File: config.mk
export PLATFORM = sky130hd
export DESIGN_NAME = tcs_queue_status
export DESIGN_NICKNAME = d
export VERILOG_FILES = /design/src/hdl/tcs_pkg.sv /design/src/hdl/tcs_queue_status.sv
export VERILOG_INCLUDE_DIRS = /design/src /design/src/hdl
export SDC_FILE = /design/constraint.sdc
export NUM_CORES = 1
export LEC_CHECK = 0
export BUFFER_PORTS_ARGS = -buffer_cell sky130_fd_sc_hd__buf_2
export CAP_MARGIN = 0
export CORE_UTILIZATION = 56
export CTS_BUF_LIST = sky130_fd_sc_hd__clkbuf_4 sky130_fd_sc_hd__clkbuf_8
export DETAILED_ROUTE_END_ITERATION = 10
export GPL_TIMING_DRIVEN = 0
export PLACE_DENSITY = 0.79
export SYNTH_ARGS = -nofsm -noshare
export SYNTH_HDL_FRONTEND = slang
export SYNTH_SLANG_ARGS = --single-unit
File: constraint.sdc
create_clock -name pclk -period 3.2 [get_ports pclk]
set_input_delay 0.48 -clock pclk [delete_from_list [all_inputs] [get_ports pclk]]
set_output_delay 0.48 -clock pclk [all_outputs]
set_load 0.005 [all_outputs]
File: src/hdl/tcs_map.svh
// Register offsets, field positions, reset values and timing counts for the task clear and status query block.
// Assumes a 40 MHz pclk and a byte-addressed APB with 32-bit words.
// Operation
// - writing one to task clear bit n sets it and starts removing task n; the code takes only the lowest set bit of a write
// - when removal completes, bit n clears in task clear and task doorbell
// - task clear writes accepted only while the engine is halted
// - clearing a task touches engine state only, sends no command to the memory
// - a zero written to a task clear bit changes nothing
// - countdown n sends the status query during data block count minus n
// - countdown zero sends the status query only while data lines are idle
// - countdown one sends the status query during the final data block
// - with tasks pending and no transfer, wait the idle period after a not-ready status
// - idle period counts periods of the internal timer clock
// - idle period spans 0001h to FFFFh timer periods, default 4096
// - card address field goes into status query argument bits 31:16
// - each direct-command response loads the direct response register
// - direct response valid only after doorbell bit 31 has cleared
// - every status response updates the device queue status register
`ifndef TCS_MAP_SVH
`define TCS_MAP_SVH

`define TCS_OFS_QUEUE_STATUS 8'h30
`define TCS_OFS_PENDING 8'h34
`define TCS_OFS_TASK_CLEAR 8'h38
`define TCS_OFS_STATUS_SCHED 8'h40
`define TCS_OFS_STATUS_ADDR 8'h44
`define TCS_OFS_DIRECT_RSP 8'h48

`define TCS_CD_MSB 19
`define TCS_CD_LSB 16
`define TCS_IDLE_MSB 15
`define TCS_IDLE_LSB 0
`define TCS_ARG_ADDR_LSB 16

`define TCS_CD_RST 4'h1
`define TCS_IDLE_RST 16'h1000
`define TCS_IDLE_MIN 16'h0001
`define TCS_CLEAR_CYCLES 3'h4

`endif

File: src/hdl/tcs_pkg.sv
// Types for the task clear and status query block.
// Constants live in tcs_map.svh.
package tcs_pkg;

    typedef struct packed {
        logic [31:0] task_clear;
        logic clr_busy;
        logic [4:0] clr_idx;
        logic [2:0] clr_cnt;
        logic [31:0] db_clear;
        logic [3:0] blk_countdown;
        logic [15:0] idle_period;
        logic [15:0] card_addr;
        logic [31:0] direct_rsp;
        logic [31:0] queue_status;
        logic [31:0] prdata;
        logic pready;
        logic pslverr;
        logic query_req;
        logic [31:0] query_arg;
        logic blk_sent;
        logic tmr_run;
        logic [15:0] tmr_cnt;
        logic tmr_s1;
        logic tmr_s2;
        logic tmr_s3;
    } tcs_state_t;

endpackage

File: src/hdl/tcs_queue_status.sv
// Task clear, status query scheduling and response capture for the queue engine.
// Assumes halt, pending and transfer inputs come from logic on pclk; timer_clk is asynchronous.
`timescale 1ns/1ps
`default_nettype none
`include "tcs_map.svh"

module tcs_queue_status
    import tcs_pkg::*;
(
    input wire logic pclk,
    input wire logic presetn,
    input wire logic psel,
    input wire logic penable,
    input wire logic pwrite,
    input wire logic [7:0] paddr,
    input wire logic [31:0] pwdata,
    output logic [31:0] prdata,
    output logic pready,
    output logic pslverr,
    input wire logic engine_halted,
    input wire logic [31:0] pending_tasks,
    input wire logic timer_clk,
    input wire logic xfer_active,
    input wire logic [15:0] transaction_block_count,
    input wire logic [15:0] xfer_block_idx,
    output logic query_req,
    output logic [31:0] query_arg,
    input wire logic query_ack,
    input wire logic status_rsp_valid,
    input wire logic [31:0] status_rsp_word,
    input wire logic direct_rsp_valid,
    input wire logic [31:0] direct_rsp_data,
    output logic [31:0] doorbell_clear,
    output logic clear_busy
);

    // ************************************************************
    // state
    // ************************************************************
    tcs_state_t st_q;
    tcs_state_t st_d;

    logic acc_done;
    logic wr_en;
    logic tmr_edge;
    logic [16:0] blk_target;
    logic blk_hit;
    logic [15:0] idle_load;

    assign acc_done = psel & penable & st_q.pready;
    assign wr_en = acc_done & pwrite;
    assign tmr_edge = st_q.tmr_s2 & ~st_q.tmr_s3;
    assign blk_target = {1'b0, transaction_block_count} - {13'h0, st_q.blk_countdown};
    // zero-based block index: countdown one lands on the final block
    assign blk_hit = ~blk_target[16] && (blk_target[15:0] == xfer_block_idx);
    // a zero period would wrap to the longest wait, so it is held to the minimum
    assign idle_load = (st_q.idle_period == 16'h0) ? `TCS_IDLE_MIN : st_q.idle_period;

    function automatic logic [4:0] lowest_bit(input logic [31:0] v);
        logic [4:0] r;
        r = 5'h0;
        for (int i = 31; i >= 0; i--) begin
            if (v[i]) begin
                r = 5'(i);
            end
        end
        return r;
    endfunction

    // ************************************************************
    // next state
    // ************************************************************
    always_comb begin
        st_d = st_q;
        st_d.db_clear = 32'h0;
        st_d.tmr_s1 = timer_clk;
        st_d.tmr_s2 = st_q.tmr_s1;
        st_d.tmr_s3 = st_q.tmr_s2;

        // apb: no wait states, answer registered in the setup cycle
        st_d.pready = 1'b0;
        st_d.pslverr = 1'b0;
        if (psel && !penable) begin
            st_d.pready = 1'b1;
            case (paddr)
                `TCS_OFS_QUEUE_STATUS: st_d.prdata = st_q.queue_status;
                `TCS_OFS_PENDING: st_d.prdata = pending_tasks;
                `TCS_OFS_TASK_CLEAR: st_d.prdata = st_q.task_clear;
                `TCS_OFS_STATUS_SCHED: st_d.prdata = {12'h0, st_q.blk_countdown, st_q.idle_period};
                `TCS_OFS_STATUS_ADDR: st_d.prdata = {16'h0, st_q.card_addr};
                `TCS_OFS_DIRECT_RSP: st_d.prdata = st_q.direct_rsp;
                default: begin
                    st_d.prdata = 32'h0;
                    st_d.pslverr = 1'b1;
                end
            endcase
        end

        if (wr_en) begin
            case (paddr)
                `TCS_OFS_TASK_CLEAR: begin
                    // only one removal at a time; extra bits in one write are dropped
                    if (engine_halted && !st_q.clr_busy && pwdata != 32'h0) begin
                        st_d.clr_idx = lowest_bit(pwdata);
                        st_d.task_clear = 32'h1 << lowest_bit(pwdata);
                        st_d.clr_busy = 1'b1;
                        st_d.clr_cnt = `TCS_CLEAR_CYCLES;
                    end
                end
                `TCS_OFS_STATUS_SCHED: begin
                    st_d.blk_countdown = pwdata[`TCS_CD_MSB:`TCS_CD_LSB];
                    st_d.idle_period = pwdata[`TCS_IDLE_MSB:`TCS_IDLE_LSB];
                end
                `TCS_OFS_STATUS_ADDR: st_d.card_addr = pwdata[15:0];
                default: ;
            endcase
        end

        // ************************************************************
        // task removal: internal only, nothing goes to the memory
        // ************************************************************
        if (st_q.clr_busy) begin
            st_d.clr_cnt = st_q.clr_cnt - 3'h1;
            if (st_q.clr_cnt == 3'h1) begin
                st_d.clr_busy = 1'b0;
                st_d.task_clear = 32'h0;
                st_d.db_clear = 32'h1 << st_q.clr_idx;
            end
        end

        // ************************************************************
        // status query scheduling
        // ************************************************************
        if (st_q.query_req && query_ack) begin
            st_d.query_req = 1'b0;
        end
        if (!xfer_active) begin
            st_d.blk_sent = 1'b0;
        end

        // countdown zero never fires during data, leaving it to the idle path
        if (xfer_active && st_q.blk_countdown != 4'h0 && !st_q.blk_sent && blk_hit) begin
            st_d.blk_sent = 1'b1;
            st_d.query_req = 1'b1;
            st_d.query_arg = {st_q.card_addr, 16'h0};
        end

        if (st_q.tmr_run && tmr_edge) begin
            st_d.tmr_cnt = st_q.tmr_cnt - 16'h1;
            if (st_q.tmr_cnt == 16'h1) begin
                st_d.tmr_run = 1'b0;
                st_d.query_req = 1'b1;
                st_d.query_arg = {st_q.card_addr, 16'h0};
            end
        end

        if (status_rsp_valid) begin
            st_d.queue_status = status_rsp_word;
            if (status_rsp_word == 32'h0 && pending_tasks != 32'h0 && !xfer_active) begin
                st_d.tmr_run = 1'b1;
                st_d.tmr_cnt = idle_load;
            end
        end

        // stopped timer restarts from the full period on the next not-ready status
        if (pending_tasks == 32'h0 || xfer_active) begin
            st_d.tmr_run = 1'b0;
        end

        if (direct_rsp_valid) begin
            // software waits for doorbell bit 31 to clear before trusting this
            st_d.direct_rsp = direct_rsp_data;
        end
    end

    always_ff @(posedge pclk or negedge presetn) begin
        if (!presetn) begin
            st_q <= '0;
            st_q.blk_countdown <= `TCS_CD_RST;
            st_q.idle_period <= `TCS_IDLE_RST;
        end else begin
            st_q <= st_d;
        end
    end

    assign prdata = st_q.prdata;
    assign pready = st_q.pready;
    assign pslverr = st_q.pslverr;
    assign query_req = st_q.query_req;
    assign query_arg = st_q.query_arg;
    assign doorbell_clear = st_q.db_clear;
    assign clear_busy = st_q.clr_busy;

    logic tc_wr;
    assign tc_wr = wr_en && paddr == `TCS_OFS_TASK_CLEAR;

    logic sched_wr;
    logic addr_wr;
    assign sched_wr = wr_en && paddr == `TCS_OFS_STATUS_SCHED;
    assign addr_wr = wr_en && paddr == `TCS_OFS_STATUS_ADDR;
endmodule // tcs_queue_status
`default_nettype wire

Yosys cells after proc, flatten, opt, wreduce, memory -nomap -nowiden
Index checks and enable logic that the tools add are counted.
{"block": "word_totals", "reg_bits": 261, "word_cells": 128}
{"block": "classes", "addsub": 3, "shifts": 2, "n_eq_ne": 10, "mux": 56, "bitwise_logic": 6, "n_reduce_logical": 30}
{"operator": "case mux 32 bit (6 select lines)", "count": 1}
{"operator": "2-to-1 mux 5 bit", "count": 35}
{"operator": "2-to-1 mux 33 bit", "count": 4}
{"operator": "2-to-1 mux 41 bit", "count": 3}
{"operator": "zero test 32 bit", "count": 2}
{"operator": "nonzero test 32 bit", "count": 2}
{"operator": "left shift 1 x 5 -> 32 bit, first input constant", "count": 2}
{"operator": "2-to-1 mux 17 bit", "count": 3}
{"operator": "2-to-1 mux 35 bit", "count": 1}
{"operator": "2-to-1 mux 34 bit", "count": 1}
{"operator": "2-to-1 mux 32 bit", "count": 1}
{"operator": "equality test 8 x 6 -> 1 bit, second input constant", "count": 3}
{"operator": "equality test 8 x 7 -> 1 bit, second input constant", "count": 3}
{"operator": "subtractor 16 x 4 -> 17 bit", "count": 1}
{"operator": "equality test 16 x 1 -> 1 bit, second input constant", "count": 1}
{"operator": "equality test 16 bit", "count": 1}
{"operator": "zero test 16 bit", "count": 1}
{"operator": "2-to-1 mux 16 bit", "count": 1}
{"operator": "subtractor 16 x 1 -> 16 bit, second input constant", "count": 1}
{"operator": "logical AND 1 bit", "count": 11}
{"operator": "AND reduction 3 bit", "count": 2}
{"operator": "nonzero test 2 bit", "count": 3}
{"operator": "OR reduction 6 bit", "count": 1}
{"operator": "2-to-1 mux 1 bit", "count": 5}
{"operator": "10 further kinds", "count": 18}

Depth between registers and ports, before layout
{"block": "depth", "depth_word": 41, "depth_mapped": 11}

Least setup slack after synthesis
No wires, ideal clock.
{"block": "synth_path", "path_kind": "input -> register", "from": "in transaction_block_count[0]", "to": "reg st_q, in the netlist query_arg[19]", "setup_ps": 125, "arrival_time_ps": 2830, "path_buffers": 1, "stages": 11, "t_required_ps": 3075, "path_slack_ps": 244, "cell_sequence": "inv_1 ha_1 fa_1 nand3b_1 and3_1 a211o_1 a31oi_1 a311oi_1 a41oi_4 buf_6 mux2_4"}
{"item": "start: declaration", "line": "tcs_queue_status.sv:24", "text": "input wire logic [15:0] transaction_block_count,"}
{"item": "end signal: assignment", "line": "tcs_queue_status.sv:182", "text": "st_q <= st_d;"}
{"item": "end: declaration", "line": "tcs_queue_status.sv:40", "text": "tcs_state_t st_q;"}

==> reports/results.txt <==
Status = finished, final reports clean
Gr ovfl total = 0
Main synth FF type = dfrtp_1
Post-Syn Area = 12500 sq um
Vias per inst = 5.93
Period Utilization, post-route = 0.972
Async SR Flop Fraction = 1.00
Max_cap viols = 0
Wire per inst = 20.9 um
VDD IR max = 339 uV
# port buffers = 275
Kind of critical path = reg -> reg
Clk pin slew, worst setup/hold paths = 60 ps
Design Area, Final = 15200 sq um
Number of global-route vias before repair = 10000
Comb pwr share = 0.100
Worst Path Required = 3630 ps
Switching power = 1750 uW
Full die area = 22900 sq um
First-pass GRT wire length = 55200 um
Placed wire-length estimate = 27600 um
Tot GR Track Use = 0.324
Die W = 151 um
CTS root buffer = clkbuf_8
Synth cell types = 70
Post-synth net total = 1297
Post-DRT Antenna Nets = 0
Clock Skew = 33.1 ps
# rows = 54
Most frequent cells in the layout = buf_2 (275), dfrtp_1 (259), nor2_1 (128)
Synth warn = 0
Worst min path class = in -> reg
Initial antenna violation count = 3
Maximum fanout along the worst path = 6
CP top delay family = flip-flops
Clock share of power = 0.406
Max frequency = 322 MHz
Iter 0 DRT Violations = 1083
Final Util = 0.698
FF+latch count, synth = 261
Crit end category = flip-flop
Net Sw Frac = 0.243
Largest net degree at the start of global routing = 121
Total Wirelength = 36400 um
Syn Area/Cell = 11.3 sq um
Crit path DAT = 3540 ps
DRC Markers = 0
Proportion of layout cells with a drive suffix above 1 = 0.403
Num CTS Buffers = 43
Crit-path slowest cell = dfstp_2
Final min period = 3110 ps
Cell Int Power = 5430 uW
Leakage power = 0.00726 uW
Vias = 10300
Final nets = 1622
RePlAce Congestion = 0.990
Area grow syn2layout = 22.0%
Die H = 151 um
Setup_tns = 0 ps
Post-Place Cell Area = 14300 sq um
Commonest non-fill, non-tap cell in the layout = buf_2
Post-synthesis sequential area ratio = 0.523
Clock Sinks = 261
Non-Filler Instances = 1740
Core area = 21800 sq um
Power Density = 471 nW/um^2
Hold slack = 57.3 ps
Dpl cells = 1666
Filler Cell Count = 1691
I/O pin count = 279
# H-tree levels = 2
Seq pwr share = 0.493
Max-Slew Margin vs Limit = 0.445
Starting Density = 0.573
Slew Viols, Final = 0
Setup Viol. Count Final = 0
Sequence of cells on the critical path = ha_4 > fa_1 > xnor2_1 > a2111oi_2 > nand4bb_1 > nor4_4 > a41oi_4 > clkbuf_16 > mux2_4
First-pass detailed-route iteration total = 7
Worst Max-Slew Pin Slew = 824 ps
TritonCTS clock tree = done
CP Launch Type = flip-flop
CTS max path bufs = 3
Cells after synthesis = 1109
Largest stage delay, worst path = 580 ps
Number of synthesized flops with an enable pin = 0
CP bufs+invs = 1
Clock latency on the worst-skew pair = 550 ps
Final hold vios = 0
==> flip-flops by register name, indices dropped and copies added, names as in the netlist <==
| register | count |
|---|---|
| st_q | 159 |
| clear_busy | 1 |
| pslverr | 1 |
| st_d | 2 |
| doorbell_clear | 32 |
| pready | 1 |
| query_req | 1 |
| query_arg | 32 |
| prdata | 32 |
==> final cells by class <==
cell class / count / area [sq um] / area share
Sequential cell: 261 / 6530 / 0.429
Timing Repair Buffer: 281 / 1490 / 0.0978
Inverter: 17 / 63.8 / 0.00419
Tap cell: 280 / 350 / 0.0230
Buffer: 148 / 937 / 0.0615
Clock buffer: 65 / 795 / 0.0521
Antenna cell: 3 / 7.51 / 0.000492
Multi-Input combinational cell: 682 / 5020 / 0.329
Clock inverter: 3 / 42.5 / 0.00279
==> kinds of logic (layout without fill, tap and decap cells) <==
family                     count (synthesis)  in the layout  share of synthesized area
DFF                                      261            261                      0.523
and+or+nand+nor                          321            321                      0.129
AOI/OAI and AO/OA                        200            200                      0.125
buffers and inverters                    166            514                     0.0800
xor gates and xnor gates                  35             35                     0.0245
other                                      0              3                          0
muxes                                    117            117                      0.109
adders and majority gates                  9              9                    0.00961
==> path summary, 6_finish.rpt <==
check,from,endpoint,slack (ps),cells after the start
min reg2reg,st_d[1],st_d[0],330,0
max,st_q[184],query_arg[27],90,9
max in group asynchronous,presetn,st_q[241],1370,4
min in group asynchronous,presetn,query_arg[10],430,2
max reg2reg,st_q[184],query_arg[27],90,9
min,timer_clk,st_d[1],60,1
==> power groups by stage <==
stage / Clock [uW] / Combinational, uW / Sequential, uW
detailed placement: 0 / 706 / 3590
finish: 2910 / 721 / 3540
CTS: 2950 / 712 / 3540
global placement: 0 / 679 / 3590
floorplan: 0 / 351 / 3550
global route: 3090 / 790 / 3550
==> cells in the mapped netlist (all sizes together), types with 9 or more instances <==
cell type | instances | area share
xor2 | 10 | 0.0070
a21oi | 27 | 0.011
nand3b | 9 | 0.0054
nor2b | 10 | 0.0050
nor3 | 14 | 0.0056
a31oi | 37 | 0.019
nand4 | 9 | 0.0045
mux2 | 115 | 0.11
and2 | 17 | 0.0085
xnor2 | 25 | 0.018
a222oi | 48 | 0.038
nand2 | 52 | 0.016
a22o | 23 | 0.016
o21ai | 17 | 0.0068
nor2 | 129 | 0.039
nor4 | 31 | 0.016
buf | 102 | 0.061
clkbuf | 47 | 0.014
dfrtp | 259 | 0.52
nand3 | 10 | 0.0040
inv | 17 | 0.0051
==> timing repair <==
item | CTS | global route
pin swaps | 2 | 3
endpoints found under the hold margin | 57 | 0
buffers inserted | 1 | 1
hold buffers | 1 | 0
cloned | 0 | 1
gates resized for setup | 3 | 11
setup endpoints to repair | 22 | 24
==> routing by layer <==
layer  vias up  share of wire  track usage
met5         -        0.00047            0
met4         2          0.042        0.147
met3       117          0.099       0.0828
met2       601           0.45        0.496
met1      4966           0.40        0.434
li1       4633              -            -
==> through the flow <==
step           worst slack [ps]  power [uW]
6_report                   91.0        7180
5_1_grt                   -7.03        7430
4_1_cts                    36.4        7200
3_5_place_dp               -199        4300
3_3_place_gp              -2860        4270
2_1_floorplan               244        3910
Power figures use the tool's default switching activity.
